`src/hdc_regs.svh`:
```
// Bit positions, reset values and constants of the hub device configuration byte
`ifndef HDC_REGS_SVH
`define HDC_REGS_SVH

`define HDC_CFG_WIDTH            8
`define HDC_BIT_STRINGS          7
`define HDC_BIT_SERIAL_WRITABLE  6
`define HDC_BIT_LP_DISABLE       5
`define HDC_BIT_RSVD_ONE         4
`define HDC_BIT_GANG             3
`define HDC_BIT_REPORT_DISABLE_N 2
`define HDC_BIT_TIMEOUT_OVERRIDE 1
`define HDC_BIT_RSVD_ZERO        0

`define HDC_RST_SERIAL_WRITABLE  1'h0
`define HDC_RST_LP_DISABLE       1'h0
`define HDC_RST_GANG             1'h0
`define HDC_RST_REPORT_DISABLE_N 1'h0
`define HDC_RST_TIMEOUT_OVERRIDE 1'h0
`define HDC_RSVD_ONE_VALUE       1'h1
`define HDC_RSVD_ZERO_VALUE      1'h0
`define HDC_UNCOVERED_BIT_VALUE  1'h0

`define HDC_TIMEOUT_WIDTH        8
`define HDC_TIMEOUT_DISABLED     8'h00
`define HDC_TIMEOUT_MAX          8'hFF
`define HDC_DOWN_PORTS           4

`endif

```
`src/hdc_pkg.sv`:
```
// Types shared by the hub device configuration logic
package hdc_pkg;

   typedef enum logic [1:0] {
      HDC_MODE_PINS  = 2'b00,
      HDC_MODE_I2C   = 2'b01,
      HDC_MODE_SMBUS = 2'b10
   } hdc_mode_type;

   typedef enum logic [1:0] {
      HDC_CFG_STRAP = 2'b00,
      HDC_CFG_LOAD  = 2'b01,
      HDC_CFG_READY = 2'b10
   } hdc_cfg_state_type;

   typedef enum logic {
      HDC_LPM_FOLLOW_BIT = 1'b0,
      HDC_LPM_FORCED     = 1'b1
   } hdc_lpm_state_type;

endpackage : hdc_pkg

```
`src/hdc_config_bits.sv`:
```
// Hub device configuration byte: straps, EEPROM load, SMBus write, link PM and power
`timescale 1ns/1ps
`default_nettype none
`include "hdc_regs.svh"

module hdc_config_bits #(
   parameter int DOWN_PORTS = `HDC_DOWN_PORTS,
   parameter int TMO_W      = `HDC_TIMEOUT_WIDTH
) (
   // Clock and reset
   input  wire logic                          clk,
   input  wire logic                          rst,
   // Strap pins
   input  wire logic                          gang_strap_pin,
   input  wire logic                          power_report_strap_pin,
   // Configuration source
   input  wire hdc_pkg::hdc_mode_type         cfg_mode,
   input  wire logic                          eeprom_load_valid,
   input  wire logic [`HDC_CFG_WIDTH-1:0]     eeprom_load_data,
   input  wire logic                          smbus_write,
   input  wire logic [`HDC_CFG_WIDTH-1:0]     smbus_write_data,
   output logic      [`HDC_CFG_WIDTH-1:0]     smbus_read_data,
   output logic                               cfg_ready,
   // Configuration bits as seen by the rest of the hub
   output logic                               serial_string_writable,
   output logic                               link_low_power_disable,
   output logic                               low_power_timeout_override,
   // Link power management
   input  wire logic                          force_accept_lmp,
   input  wire logic                          upstream_disconnect,
   input  wire logic [DOWN_PORTS:0]           lp_request_in,
   input  wire logic [DOWN_PORTS:0]           lp_initiate_want,
   output logic      [DOWN_PORTS:0]           lp_request_accept,
   output logic      [DOWN_PORTS:0]           lp_initiate_go,
   output logic                               lp_forced,
   // Downstream U1/U2 timeouts
   input  wire logic                          timeout_feature_enable,
   input  wire logic                          host_timeout_write,
   input  wire logic [$clog2(DOWN_PORTS)-1:0] host_timeout_port,
   input  wire logic [TMO_W-1:0]              host_timeout_value,
   output logic      [DOWN_PORTS*TMO_W-1:0]   effective_timeout,
   // Port power
   input  wire logic [DOWN_PORTS-1:0]         port_power_request,
   output logic      [DOWN_PORTS-1:0]         port_power_enable_pins,
   output logic                               power_status_report_en
);

   hdc_pkg::hdc_cfg_state_type state_q;

   logic serial_wr_q;
   logic lp_disable_q;
   logic gang_q;
   logic report_n_q;
   logic tmo_ovr_q;

   logic load_take;
   logic smbus_take;
   logic [`HDC_CFG_WIDTH-1:0] read_d;

   // Sequencing: straps first, then the EEPROM image in I2C mode, then ready
   always_ff @(posedge clk or posedge rst) begin
      if (rst) begin
         state_q <= hdc_pkg::HDC_CFG_STRAP;
      end else begin
         case (state_q)
            hdc_pkg::HDC_CFG_STRAP: begin
               if (cfg_mode == hdc_pkg::HDC_MODE_I2C) begin
                  state_q <= hdc_pkg::HDC_CFG_LOAD;
               end else begin
                  state_q <= hdc_pkg::HDC_CFG_READY;
               end
            end
            hdc_pkg::HDC_CFG_LOAD: begin
               if (eeprom_load_valid) begin
                  state_q <= hdc_pkg::HDC_CFG_READY;
               end
            end
            hdc_pkg::HDC_CFG_READY: begin
               state_q <= hdc_pkg::HDC_CFG_READY;
            end
            default: state_q <= hdc_pkg::HDC_CFG_STRAP;
         endcase
      end
   end

   // A later EEPROM image in I2C mode is still honoured, e.g. an in-system reload
   assign load_take  = eeprom_load_valid && (cfg_mode == hdc_pkg::HDC_MODE_I2C)
                       && (state_q != hdc_pkg::HDC_CFG_STRAP);
   // SMBus writes wait for the strap capture so a strap never undoes a host write
   assign smbus_take = smbus_write && (cfg_mode == hdc_pkg::HDC_MODE_SMBUS)
                       && (state_q != hdc_pkg::HDC_CFG_STRAP);

   // Strap-backed bits: pins are caught in the first cycle after reset release
   always_ff @(posedge clk or posedge rst) begin
      if (rst) begin
         gang_q     <= `HDC_RST_GANG;
         report_n_q <= `HDC_RST_REPORT_DISABLE_N;
      end else if (state_q == hdc_pkg::HDC_CFG_STRAP) begin
         gang_q     <= gang_strap_pin;
         report_n_q <= power_report_strap_pin;
      end else if (load_take) begin
         gang_q     <= eeprom_load_data[`HDC_BIT_GANG];
         report_n_q <= eeprom_load_data[`HDC_BIT_REPORT_DISABLE_N];
      end else if (smbus_take) begin
         gang_q     <= smbus_write_data[`HDC_BIT_GANG];
         report_n_q <= smbus_write_data[`HDC_BIT_REPORT_DISABLE_N];
      end
   end

   // Bits with no strap: reset value until loaded or written
   always_ff @(posedge clk or posedge rst) begin
      if (rst) begin
         lp_disable_q <= `HDC_RST_LP_DISABLE;
         tmo_ovr_q    <= `HDC_RST_TIMEOUT_OVERRIDE;
         serial_wr_q  <= `HDC_RST_SERIAL_WRITABLE;
      end else if (load_take) begin
         lp_disable_q <= eeprom_load_data[`HDC_BIT_LP_DISABLE];
         tmo_ovr_q    <= eeprom_load_data[`HDC_BIT_TIMEOUT_OVERRIDE];
         serial_wr_q  <= eeprom_load_data[`HDC_BIT_SERIAL_WRITABLE];
      end else if (smbus_take) begin
         lp_disable_q <= smbus_write_data[`HDC_BIT_LP_DISABLE];
         tmo_ovr_q    <= smbus_write_data[`HDC_BIT_TIMEOUT_OVERRIDE];
         serial_wr_q  <= smbus_write_data[`HDC_BIT_SERIAL_WRITABLE];
      end
   end

   // Read image; bit 4 is constant and ignores every write
   always_comb begin
      read_d = '0;
      read_d[`HDC_BIT_STRINGS]          = `HDC_UNCOVERED_BIT_VALUE;
      read_d[`HDC_BIT_SERIAL_WRITABLE]  = serial_wr_q;
      read_d[`HDC_BIT_LP_DISABLE]       = lp_disable_q;
      read_d[`HDC_BIT_RSVD_ONE]         = `HDC_RSVD_ONE_VALUE;
      read_d[`HDC_BIT_GANG]             = gang_q;
      read_d[`HDC_BIT_REPORT_DISABLE_N] = report_n_q;
      read_d[`HDC_BIT_TIMEOUT_OVERRIDE] = tmo_ovr_q;
      read_d[`HDC_BIT_RSVD_ZERO]        = `HDC_RSVD_ZERO_VALUE;
   end

   // Registered copy lags the bits by one cycle; the host must allow for it
   always_ff @(posedge clk or posedge rst) begin
      if (rst) begin
         smbus_read_data <= '0;
         smbus_read_data[`HDC_BIT_RSVD_ONE] <= `HDC_RSVD_ONE_VALUE;
      end else begin
         smbus_read_data <= read_d;
      end
   end

   always_ff @(posedge clk or posedge rst) begin
      if (rst) begin
         cfg_ready <= 1'b0;
      end else begin
         cfg_ready <= (state_q == hdc_pkg::HDC_CFG_READY);
      end
   end

   assign serial_string_writable     = serial_wr_q;
   assign link_low_power_disable     = lp_disable_q;
   assign low_power_timeout_override = tmo_ovr_q;

   // Per-port downstream timeout, stored raw so clearing the override restores it
   for (genvar p = 0; p < DOWN_PORTS; p++) begin : g_tmo
      logic [TMO_W-1:0] raw_q;
      logic [TMO_W-1:0] eff_q;
      logic [TMO_W-1:0] eff_d;

      always_ff @(posedge clk or posedge rst) begin
         if (rst) begin
            raw_q <= `HDC_TIMEOUT_DISABLED;
         end else if (host_timeout_write && (host_timeout_port == p)) begin
            raw_q <= host_timeout_value;
         end
      end

      always_comb begin
         eff_d = raw_q;
         if (tmo_ovr_q && timeout_feature_enable
             && (raw_q != `HDC_TIMEOUT_DISABLED)) begin
            eff_d = `HDC_TIMEOUT_MAX;
         end
      end

      always_ff @(posedge clk or posedge rst) begin
         if (rst) begin
            eff_q <= `HDC_TIMEOUT_DISABLED;
         end else begin
            eff_q <= eff_d;
         end
      end

      assign effective_timeout[p*TMO_W +: TMO_W] = eff_q;
   end

   hdc_link_pm_gate #(
      .PORTS (DOWN_PORTS + 1)
   ) u_link_pm (
      .clk                    (clk),
      .rst                    (rst),
      .link_low_power_disable (lp_disable_q),
      .force_accept_lmp       (force_accept_lmp),
      .upstream_disconnect    (upstream_disconnect),
      .lp_request_in          (lp_request_in),
      .lp_initiate_want       (lp_initiate_want),
      .lp_request_accept      (lp_request_accept),
      .lp_initiate_go         (lp_initiate_go),
      .lp_forced              (lp_forced)
   );

   hdc_port_power #(
      .PORTS (DOWN_PORTS)
   ) u_port_power (
      .clk                    (clk),
      .rst                    (rst),
      .gang                   (gang_q),
      .report_disable_n       (report_n_q),
      .port_power_request     (port_power_request),
      .port_power_enable_pins (port_power_enable_pins),
      .power_status_report_en (power_status_report_en)
   );

endmodule // hdc_config_bits

`default_nettype wire

```
`src/hdc_link_pm_gate.sv`:
```
// Gate for U1/U2 link low-power requests across all hub ports
`timescale 1ns/1ps
`default_nettype none

module hdc_link_pm_gate #(
   parameter int PORTS = 5
) (
   // Clock and reset
   input  wire logic               clk,
   input  wire logic               rst,
   // Configuration and link events
   input  wire logic               link_low_power_disable,
   input  wire logic               force_accept_lmp,
   input  wire logic               upstream_disconnect,
   // Per-port requests
   input  wire logic [PORTS-1:0]   lp_request_in,
   input  wire logic [PORTS-1:0]   lp_initiate_want,
   output logic      [PORTS-1:0]   lp_request_accept,
   output logic      [PORTS-1:0]   lp_initiate_go,
   output logic                    lp_forced
);

   hdc_pkg::hdc_lpm_state_type state_q;
   logic                       lp_allowed;

   // Forced state is left only by reset (power-on) or upstream disconnect
   always_ff @(posedge clk or posedge rst) begin
      if (rst) begin
         state_q <= hdc_pkg::HDC_LPM_FOLLOW_BIT;
      end else begin
         case (state_q)
            hdc_pkg::HDC_LPM_FOLLOW_BIT: begin
               if (force_accept_lmp && !upstream_disconnect) begin
                  state_q <= hdc_pkg::HDC_LPM_FORCED;
               end
            end
            hdc_pkg::HDC_LPM_FORCED: begin
               if (upstream_disconnect) begin
                  state_q <= hdc_pkg::HDC_LPM_FOLLOW_BIT;
               end
            end
            default: state_q <= hdc_pkg::HDC_LPM_FOLLOW_BIT;
         endcase
      end
   end

   // Zero in the disable bit enables U1/U2; the escape also counts in its own cycle
   assign lp_allowed = !link_low_power_disable || (state_q == hdc_pkg::HDC_LPM_FORCED)
                       || force_accept_lmp;

   assign lp_request_accept = lp_allowed ? lp_request_in : '0;
   assign lp_initiate_go    = lp_allowed ? lp_initiate_want : '0;
   assign lp_forced         = (state_q == hdc_pkg::HDC_LPM_FORCED);

endmodule // hdc_link_pm_gate

`default_nettype wire

```
`src/hdc_port_power.sv`:
```
// Downstream port power switching, individual or ganged
`timescale 1ns/1ps
`default_nettype none

module hdc_port_power #(
   parameter int PORTS = 4
) (
   // Clock and reset
   input  wire logic             clk,
   input  wire logic             rst,
   // Configuration
   input  wire logic             gang,
   input  wire logic             report_disable_n,
   // Hub port power state
   input  wire logic [PORTS-1:0] port_power_request,
   output logic      [PORTS-1:0] port_power_enable_pins,
   output logic                  power_status_report_en
);

   logic [PORTS-1:0] pins_d;

   always_comb begin
      pins_d = '0;
      if (gang) begin
         // One switch serves every port, so any port asking powers them all
         pins_d[0] = |port_power_request;
      end else begin
         pins_d = port_power_request;
      end
   end

   always_ff @(posedge clk or posedge rst) begin
      if (rst) begin
         port_power_enable_pins <= '0;
         power_status_report_en <= 1'b0;
      end else begin
         port_power_enable_pins <= pins_d;
         power_status_report_en <= !report_disable_n;
      end
   end

endmodule // hdc_port_power

`default_nettype wire

```
`config.mk`:
```
export PLATFORM = sky130hd
export DESIGN_NAME = hdc_config_bits
export DESIGN_NICKNAME = d
export VERILOG_FILES = /design/src/hdc_pkg.sv /design/src/hdc_config_bits.sv /design/src/hdc_link_pm_gate.sv /design/src/hdc_port_power.sv
export VERILOG_INCLUDE_DIRS = /design/src /design/src/src
export SDC_FILE = /design/constraint.sdc
export NUM_CORES = 1
export LEC_CHECK = 0
export ABC_AREA = 0
export BUFFER_PORTS_ARGS = -buffer_cell sky130_fd_sc_hd__buf_2
export CAP_MARGIN = 20
export CORE_ASPECT_RATIO = 0.8
export CORE_MARGIN = 1.5
export CORE_UTILIZATION = 53
export CTS_CLUSTER_DIAMETER = 150
export DETAILED_ROUTE_END_ITERATION = 6
export GPL_ROUTABILITY_DRIVEN = 0
export PLACE_DENSITY = 0.89
export SLEW_MARGIN = 20
export SYNTH_ARGS = -nofsm -noshare
export SYNTH_HDL_FRONTEND = slang
export SYNTH_SLANG_ARGS = --single-unit
```
`constraint.sdc`:
```
create_clock -name clk -period 6.7 [get_ports clk]
set_input_delay 1.34 -clock clk [delete_from_list [all_inputs] [get_ports clk]]
set_output_delay 1.34 -clock clk [all_outputs]
set_load 0.02 [all_outputs]
```
==> summary.txt, run 1 <==
Detailed routing
  – Vias post-DR: 2082
  – Initial drt markers: 123
  – Final ANT Viol Nets: 0
  – Via/cell ratio: 5.017
  – Wire per inst: 14.96 µm
  – DR DRC count: 0
  – First drt pass iteration count: 4
  – Final WL: 6.210 mm

Floorplan
  – Die width: 89.20 µm
  – Num rows: 24
  – Die ar.: 6419 µm²
  – Core area: 5585 µm²
  – Initial Util: 56.41%
  – Num ports: 112
  – Die Ht: 71.96 µm

Synth
  – Cell Area, Synth: 3151 µm²
  – Post-synth EDFFs: 0
  – Leading cell type by number of instances after synthesis: dfrtp_1
  – Yosys cell types: 25
  – Flops & latches, synth: 83
  – Mean Syn Cell Area: 14.13 µm²
  – Yosys warns: 0
  – Cell type with the largest total area after synthesis: dfrtp_1
  – Register area share after synthesis: 65.93%
  – Top cells by count, synth: dfrtp_1 (83), mux2_2 (32), or2_2 (32)
  – Largest cells by area after synthesis: dfrtp_1 (66%), mux2_2 (11%), or2_2 (6.4%)
  – Syn Inst Count: 223
  – Main synth FF type: dfrtp_1
  – Top cell type's share of synthesized area: 65.93%
  – FFs w/ async S/R, synth: 100.0%

GRT
  – Global router's overall resource usage: 22.07%
  – Number of global-route vias before repair: 2109
  – Initial antenna violation count: 0
  – Global-route wire length before repair: 10.12 mm
  – Gr ovfl total: 0
  – Largest net degree at the start of global routing: 84

Timing
  – Setup tns final: 0 ns
  – Setup violators final: 0
  – Fmax: 289.2 MHz
  – Worst slew margin: 52.14%
  – Unrepaired setup endpoints after global routing: false
  – Max-slew violations: 0
  – Final Cycle Share: 51.61%
  – Final Skew: 0.006329 ns
  – Final hold violation count: 0
  – Slack of the critical path: 3.242 ns
  – Slew @ Worst Pin: 0.7179 ns
  – Minimum clock period: 3.458 ns

Worst setup path
  – Reg2reg setup slack: 5.29 ns
  – Crit. End Element: output port
  – Reg2reg end: g_tmo[3].eff_q[7]
  – CP startpoint: force_accept_lmp
  – CP max FO: 10
  – CP Data Arrival Time: 2.12 ns
  – FF-to-FF Start: g_tmo[3].raw_q[0]
  – Reg2Reg Depth: 3
  – Crit Path Category: in -> out
  – Crit start category: primary input
  – Worst EP required: 5.36 ns

Hold path
  – WHS Endpoint: smbus_read_data[6]
  – Hold Crit Depth: 0
  – Worst Hold Launch: serial_string_writable
  – HP Class: reg -> reg

Clocking
  – CTS buffer count: 9
  – Clk buf depth: 2
  – Worst skew pair latency: 0.35 ns
  – CTS sink count: 83
  – Setup Fix Bufs, Post-CTS: 0
  – CTS tree: built
  – Root buffer cell: clkbuf_8
  – Worst-path clk slew: 0.08 ns
  – CTS Hold Buffers Added: 0
  – H-tree Lvls: 3
  – Post_cts resized: 0

Place
  – Port Buffer Count: 102
  – Pre-CTS setup slack: 3.243 ns
  – Post-DP HPWL: 4.489 mm

Finish
  – Nets: 389
  – Antenna cell count: 0
  – Share of cells above drive strength 1: 55.49%
  – Area delta synth->final: 25.22%

Power and ir drop
  – Worst vdd ir: 241.5 µV
  – Pwr/cell area: 374.6 nW/µm²
  – P_leak: 0.001872 µW

Run
  – MaxCap Viol Count: 0

Outcome
  – Status: completed
sequential cells by signal, indices dropped and copies added (netlist names):
register	count
link_low_power_disable	1
gang_q	1
u_link_pm.lp_forced	1
low_power_timeout_override	1
u_port_power.power_status_report_en	1
g_tmo.raw_q	32
u_port_power.port_power_enable_pins	4
g_tmo.eff_q	32
smbus_read_data	5
report_n_q	1
serial_string_writable	1
cfg_ready	1
state_q	2
power breakdown:
part | total [µW] | internal [µW] | leakage [µW] | switching [µW]
Clock | 355 | 182 | 0.0000950 | 173
Sequential | 699 | 634 | 0.000955 | 65.1
Combinational | 424 | 171 | 0.000822 | 253
Total | 1480 | 987 | 0.00187 | 491
cell usage in the layout (no fill, tap or decap), drive strengths merged:
cell type / netlist / routed
nand3b: 4 / 4
ha: 4 / 4
and2: 1 / 1
clkbuf: 2 / 10
clkinvlp: 0 / 2
o22a: 6 / 6
nor3: 2 / 2
a22o: 1 / 1
nand3: 1 / 1
nor3b: 1 / 1
o31ai: 4 / 4
nand2: 4 / 4
o22ai: 2 / 2
nor2: 3 / 3
buf: 3 / 103
nor2b: 14 / 14
nor4: 8 / 8
inv: 4 / 4
bufinv: 0 / 1
mux2: 32 / 32
conb: 2 / 3
and3b: 2 / 2
or2: 32 / 32
dfrtp: 83 / 83
nand2b: 2 / 2
clkinv: 0 / 2
a21oi: 6 / 6
per-layer routing:
layer	GRT usage (%)	share of wire [%]
met1	25.18	41
met2	36.42	49
met3	9.101	7.3
met4	9.915	2.6
met5	0	0
cell families after synthesis:
kind of cell	synth area share, %
flops	65.93
simple gates	15.13
mux	11.44
compound gates	4.249
buf+inv	1.430
fa+ha+maj	1.589
other cells	0.2384
worst max-delay path by stage:
stage	end	cells after the start
floorplan	cfg_ready	1
global placement	lp_request_accept[1]	5
detailed placement	lp_initiate_go[3]	5
CTS	lp_initiate_go[3]	5
global route	lp_request_accept[1]	5
finish	lp_initiate_go[3]	5
worst max-delay path, stage by stage:
cell,delay (ns)
buf_2,0.10
nor2_1,0.10
and2_1,0.32
nor2b_1,0.09
buf_2,0.17
cell type report:
type	count	area, µm²
fillers	421	1640
inverters	4	16.27
repair buffers	103	521.8
multi-input cells	132	1032
well taps	78	97.59
clock buffers	10	137.6
flip-flops and latches	83	2077
clock inverters	5	62.56
per-stage QoR:
stage / hold WS, ns / util (%) / total power, µW / instances / instance area, µm²
3_5_place_dp: 0.3941 / 66.98 / 1135 / 400 / 3741
3_3_place_gp: 0.3916 / 66.98 / 1119 / 400 / 3741
6_report: 0.4197 / 70.63 / 1478 / 415 / 3945
5_1_grt: 0.4434 / 70.63 / 1563 / 415 / 3945
2_1_floorplan: 0.3752 / - / 976.9 / 224 / 3154
4_1_cts: 0.4133 / 70.56 / 1492 / 415 / 3941
Note: power is estimated with default switching activity, not from simulation.
==> run 2: changes to the inputs <==
--- a/config.mk
+++ b/config.mk
@@ -6,16 +6,16 @@
 export SDC_FILE = /design/constraint.sdc
 export NUM_CORES = 1
 export LEC_CHECK = 0
-export ABC_AREA = 0
+export ABC_AREA = 1
 export BUFFER_PORTS_ARGS = -buffer_cell sky130_fd_sc_hd__buf_2
 export CAP_MARGIN = 20
 export CORE_ASPECT_RATIO = 0.8
 export CORE_MARGIN = 1.5
-export CORE_UTILIZATION = 53
+export CORE_UTILIZATION = 50
 export CTS_CLUSTER_DIAMETER = 150
 export DETAILED_ROUTE_END_ITERATION = 6
 export GPL_ROUTABILITY_DRIVEN = 0
-export PLACE_DENSITY = 0.89
+export PLACE_DENSITY = 0.84
 export SLEW_MARGIN = 20
 export SYNTH_ARGS = -nofsm -noshare
 export SYNTH_HDL_FRONTEND = slang
==> constraint.sdc (replaced) <==
create_clock -name clk -period 3.6 [get_ports clk]
set_input_delay 0.72 -clock clk [delete_from_list [all_inputs] [get_ports clk]]
set_output_delay 0.72 -clock clk [all_outputs]
set_load 0.02 [all_outputs]
==> run 2 against run 1 <==
Effect of this change: setup slack worse by 1.9 ns; via count up 21%; global-route usage shrank 2.3 points; synthesized cell count increased by 52%; sequential cell count is the same; cell count is 30% higher; clock power grew 78%; register-to-register slack worse by 3.2 ns; die area is 12% higher; first-iteration DRC count increased by 0.81%; worst hold slack worse by 0.047 ns; critical path depth down 1.
==> summary.txt, run 2 <==
Outcome
  – Status: completed

Detailed routing
  – Met2 Routed Length: 3.184 mm
  – Metal-1 WL: 2.792 mm
  – WL met3: 450 µm
  – First drt pass iteration count: 4
  – Wire per inst: 12.22 µm
  – DR DRC count: 0
  – Vias post-DR: 2519
  – Initial drt markers: 124
  – Final ANT Viol Nets: 0
  – Top Metal Used: met4
  – Final WL: 6.573 mm
  – Via/cell ratio: 4.682

Worst setup path
  – Crit Path Category: in -> out
  – Crit. End Element: output port
  – Worst EP required: 2.88 ns
  – Crit start category: primary input
  – CP max FO: 10
  – CP Data Arrival Time: 1.58 ns

Synth
  – Main synth FF type: dfrtp_1
  – Leading cell type by number of instances after synthesis: nand2_1
  – Top cell type's share of synthesized area: 61.87%
  – Register area share after synthesis: 61.87%
  – Post-synth EDFFs: 0
  – FFs w/ async S/R, synth: 100.0%
  – Syn Inst Count: 339
  – Yosys warns: 0
  – Largest cells by area after synthesis: dfrtp_1 (62%), nand2_1 (9.4%), inv_1 (6.9%)
  – Flops & latches, synth: 83
  – Top cells by count, synth: nand2_1 (84), dfrtp_1 (83), inv_1 (62)
  – Cell type with the largest total area after synthesis: dfrtp_1
  – Cell Area, Synth: 3357 µm²
  – Yosys cell types: 24
  – Mean Syn Cell Area: 9.903 µm²

Clocking
  – Post_cts resized: 0
  – Clk buf depth: 2
  – Setup Fix Bufs, Post-CTS: 0
  – CTS sink count: 83
  – CTS buffer count: 9
  – Worst skew pair latency: 0.34 ns
  – CTS Hold Buffers Added: 0
  – Root buffer cell: clkbuf_8
  – Worst-path clk slew: 0.07 ns
  – CTS tree: built
  – H-tree Lvls: 3

Floorplan
  – Initial Util: 52.12%
  – Num ports: 112
  – Die Ht: 76.29 µm
  – Die width: 94.61 µm
  – Die ar.: 7218 µm²
  – Num rows: 26
  – Core area: 6441 µm²

Power and ir drop
  – Worst vdd ir: 306.9 µV
  – Power Total: 2752 µW
  – Pwr/cell area: 665.4 nW/µm²
  – P_leak: 0.002346 µW

Finish
  – Commonest non-fill, non-tap cell in the layout: buf_2
  – Filler cells: 539
  – Nets: 505
  – Most frequent cells in the layout: buf_2 (102), nand2_1 (84), dfrtp_1 (83)
  – Share of cells above drive strength 1: 33.26%
  – Sequential cell area: 2077 µm²
  – Area delta synth->final: 23.22%
  – Top Registers: g_tmo.eff_q x32, g_tmo.raw_q x32, smbus_read_data x5
  – Non-filler cells, final: 538
  – Antenna cell count: 0
  – Multi-input gate area: 983.4 µm²

Place
  – Pre-CTS setup slack: 1.306 ns
  – Inst Count DP: 521
  – Port Buffer Count: 102
  – Post-DP HPWL: 4.911 mm

Timing
  – Fmax: 435.1 MHz
  – Final hold violation count: 0
  – Minimum clock period: 2.298 ns
  – Final Skew: 0.004209 ns
  – Final Cycle Share: 63.84%
  – Worst slew margin: 63.73%
  – Max-slew violations: 0
  – Slack of the critical path: 1.302 ns
  – Setup violators final: 0
  – Unrepaired setup endpoints after global routing: false
  – Setup tns final: 0 ns
  – Slew @ Worst Pin: 0.5417 ns

GRT
  – Global-route wire length before repair: 10.86 mm
  – Global router's overall resource usage: 19.76%
  – Initial antenna violation count: 0
  – Largest net degree at the start of global routing: 60
  – Number of global-route vias before repair: 2379
  – Gr ovfl total: 0

Hold path
  – HP Class: in -> async

Run
  – MaxCap Viol Count: 0
-- run 2: cell count changes in the layout (fill, tap and decap cells not counted), moves of 15 or more --
cell     delta
nand2_1    +80
inv_1      +58
mux2_2     -32
or2_2      -32
o21ai_2    +21
nand3_1    +15
o21ai_1    +15
-- run 2: worst paths after layout --
| kind | startpoint | endpoint | slack, ns | depth (start not counted) |
|---|---|---|---|---|
| max | force_accept_lmp | lp_initiate_go[2] | 1.30 | 4 |
| min | rst | smbus_read_data[6] | 0.37 | 2 |
| max reg2reg | state_q[0] | serial_string_writable | 2.13 | 8 |
| min reg2reg | serial_string_writable | smbus_read_data[6] | 0.41 | 0 |
| max in group asynchronous | rst | g_tmo[0].eff_q[0] | 2.52 | 4 |
| min in group clk | serial_string_writable | smbus_read_data[6] | 0.41 | 0 |
-- run 2: routing by layer --
layer | global-route usage [%] | vias up
met5 | 0 | -
met4 | 7.612 | 0
met3 | 5.988 | 14
met2 | 31.64 | 105
met1 | 25.07 | 1140
li1 | - | 1260
-- run 2: where the power goes --
group / switching, µW / internal, µW
sequential: 99.9 / 1170
clock: 291 / 340
combinational: 572 / 277
total: 962 / 1790
-- run 2: metrics by stage --
step	hold WS [ns]	cell area, µm²	utilization (%)
after detailed placement	0.3962	3929	60.99
after CTS	0.4118	4116	63.91
final	0.3731	4136	64.22
after floorplan	0.3742	3361	-
after global routing	0.3701	4136	64.22
after global placement	0.3905	3929	60.99
-- run 2: critical path, cell delays in order --
cell and delay (ns):
buf_2 0.11, nor3b_2 0.46, nor2_1 0.10, buf_2 0.18
-- run 2: cell families after synthesis --
group,count (synthesis),synth area share (%)
flip-flops,83,61.87
AND/OR/NAND/NOR,139,18.93
other,2,0.2237
AO/OA/AOI/OAI,41,8.535
adder cells (fa/ha/maj),4,1.491
buffers and inverters,70,8.945
-- run 2: area by class of cell --
type	count	share of cell area, %
Inverter	63	5.747
Sequential cell	83	50.21
Timing Repair Buffer	105	13.19
Clock inverter	2	0.8469
Multi-Input combinational cell	187	23.77
Clock buffer	14	3.690
Tap cell	84	2.541
==> run 3: changes to the inputs <==
--- a/config.mk
+++ b/config.mk
@@ -6,12 +6,12 @@
 export SDC_FILE = /design/constraint.sdc
 export NUM_CORES = 1
 export LEC_CHECK = 0
-export ABC_AREA = 1
+export ABC_AREA = 0
 export BUFFER_PORTS_ARGS = -buffer_cell sky130_fd_sc_hd__buf_2
 export CAP_MARGIN = 20
 export CORE_ASPECT_RATIO = 0.8
 export CORE_MARGIN = 1.5
-export CORE_UTILIZATION = 50
+export CORE_UTILIZATION = 49
 export CTS_CLUSTER_DIAMETER = 150
 export DETAILED_ROUTE_END_ITERATION = 6
 export GPL_ROUTABILITY_DRIVEN = 0
==> constraint.sdc (replaced) <==
create_clock -name clk -period 2.3 [get_ports clk]
set_input_delay 0.46 -clock clk [delete_from_list [all_inputs] [get_ports clk]]
set_output_delay 0.46 -clock clk [all_outputs]
set_load 0.02 [all_outputs]
==> run 3 against run 2 <==
Effect of this change: clock skew rose by 0.0048 ns; via count is 20% lower; sequential power rose by 60%; first-iteration DRC count fell by 23%; cell count decreased by 22%; combinational power up 46%; clock-buffer cell count down 4; register-to-register slack got worse by 1.3 ns.
==> summary.txt, run 3 (synthesized netlist as in run 1, its figures left out) <==
Place
  – Inst Count DP: 406
  – Post-DP HPWL: 4.549 mm
  – Port Buffer Count: 102
  – Pre-CTS setup slack: 0.5764 ns

Clocking
  – CTS tree: built
  – Root buffer cell: clkbuf_8
  – H-tree Lvls: 3
  – CTS Hold Buffers Added: 0
  – CTS sink count: 83
  – Setup Fix Bufs, Post-CTS: 0
  – Post_cts resized: 0
  – Worst skew pair latency: 0.35 ns
  – CTS buffer count: 9
  – Worst-path clk slew: 0.08 ns
  – Clk buf depth: 2

Finish
  – Nets: 392
  – Area delta synth->final: 28.04%
  – Most frequent cells in the layout: buf_2 (102), dfrtp_1 (83), mux2_2 (32), or2_2 (32), nor2b_1 (14)
  – Top Registers: g_tmo.eff_q x32, g_tmo.raw_q x32, smbus_read_data x5
  – Commonest non-fill, non-tap cell in the layout: buf_2
  – Non-filler cells, final: 422
  – Antenna cell count: 0
  – Share of cells above drive strength 1: 55.72%

GRT
  – Global router's overall resource usage: 19.34%
  – Largest net degree at the start of global routing: 30
  – Initial antenna violation count: 0
  – Number of global-route vias before repair: 2021
  – Gr ovfl total: 0
  – Global-route wire length before repair: 9.804 mm

Power and ir drop
  – P_leak: 0.001913 µW
  – Clock share of power: 28.9%
  – Int Power: 3183 µW
  – Worst vdd ir: 453.4 µV
  – Pwr/cell area: 1140 nW/µm²
  – Switching Fraction: 30.75%
  – Reported net switching power: 1414 µW
  – Comb pwr share: 26.9%
  – Power Total: 4597 µW
  – Register share of total power: 44.2%

Timing
  – Minimum clock period: 1.915 ns
  – Worst slew margin: 59.35%
  – Setup violators final: 0
  – Unrepaired setup endpoints after global routing: false
  – Slack of the critical path: 0.3853 ns
  – Final Cycle Share: 83.25%
  – Setup tns final: 0 ns
  – Max-slew violations: 0
  – Final Skew: 0.008964 ns
  – Final hold violation count: 0
  – Slew @ Worst Pin: 0.6084 ns
  – Fmax: 522.3 MHz

Worst setup path
  – Crit. End Element: output port
  – Worst EP required: 1.84 ns
  – CP Data Arrival Time: 1.45 ns
  – Crit start category: flip-flop
  – Crit Path Category: reg -> out
  – CP max FO: 10

Floorplan
  – Die width: 92.65 µm
  – Die ar.: 6923 µm²
  – Num ports: 112
  – Die Ht: 74.72 µm
  – Core area: 6068 µm²
  – Num rows: 25
  – Initial Util: 51.92%

Detailed routing
  – Final WL: 6.087 mm
  – Met2 Routed Length: 3.017 mm
  – Final ANT Viol Nets: 0
  – Initial drt markers: 95
  – Metal-1 WL: 2.671 mm
  – Top Metal Used: met4
  – WL met3: 253 µm
  – Wire per inst: 14.42 µm
  – DR DRC count: 0
  – First drt pass iteration count: 4
  – Vias post-DR: 2018
  – Via/cell ratio: 4.782

Outcome
  – Status: completed

Hold path
  – HP Class: in -> async

Run
  – MaxCap Viol Count: 0
-- run 3: changes by cell type in the layout (fill, tap and decap cells not counted), sizes merged, moves of 5 or more --
cell | previous run | this run
nand2 | 88 | 4
inv | 62 | 4
o21ai | 39 | 0
mux2 | 0 | 32
or2 | 0 | 32
nor2 | 20 | 3
nand3 | 17 | 1
nor2b | 0 | 14
nand4 | 11 | 0
nor4 | 0 | 8
o22a | 0 | 6
a21oi | 1 | 6
-- run 3: cell type report --
type | instances | area (µm²)
Sequential cell | 83 | 2077
Fill cell | 474 | 2034
Multi-Input combinational cell | 132 | 1032
Timing Repair Buffer | 106 | 540.5
Clock inverter | 6 | 136.4
Clock buffer | 10 | 127.6
Tap cell | 81 | 101.3
Inverter | 4 | 18.77
-- run 3: stage by stage --
stage / cell area [µm²] / utilization (%) / hold slack [ns]
2_1_floorplan: 3158 / - / 0.3752
3_3_place_gp: 3770 / 62.12 / 0.3939
3_5_place_dp: 3770 / 62.12 / 0.4001
4_1_cts: 4034 / 66.47 / 0.1867
5_1_grt: 4034 / 66.47 / 0.2231
6_report: 4034 / 66.47 / 0.1792
-- run 3: power groups by stage --
stage | sequential, µW | combinational, µW | clock [µW]
2_1_floorplan | 2370 | 475 | 0
3_3_place_gp | 2050 | 1210 | 0
3_5_place_dp | 2060 | 1250 | 0
4_1_cts | 2040 | 1260 | 1360
5_1_grt | 2090 | 1340 | 1420
6_report | 2030 | 1240 | 1330
-- run 3: path summary, 6_finish.rpt --
check	from	end	slack [ns]	cells past startpoint
max reg2reg	g_tmo[3].raw_q[0]	g_tmo[3].eff_q[6]	0.88	3
max	u_link_pm.lp_forced	lp_initiate_go[0]	0.39	4
min reg2reg	report_n_q	smbus_read_data[2]	0.42	0
min	rst	cfg_ready	0.18	2
min in group clk	upstream_disconnect	u_link_pm.lp_forced	0.26	2
max in group asynchronous	rst	g_tmo[0].raw_q[4]	1.43	3
-- run 3: worst max-delay path, cell delays in order, from the launching register on --
cell     delay [ns]
dfrtp_1        0.37
nor2_1         0.15
and2_1         0.34
nor2b_1        0.08
buf_2          0.17
-- run 3: per-layer routing --
layer,track usage (%),vias up
met4,9.933,0
li1,-,985
met2,31.45,49
met3,5.253,10
met5,0,-
met1,24.41,974
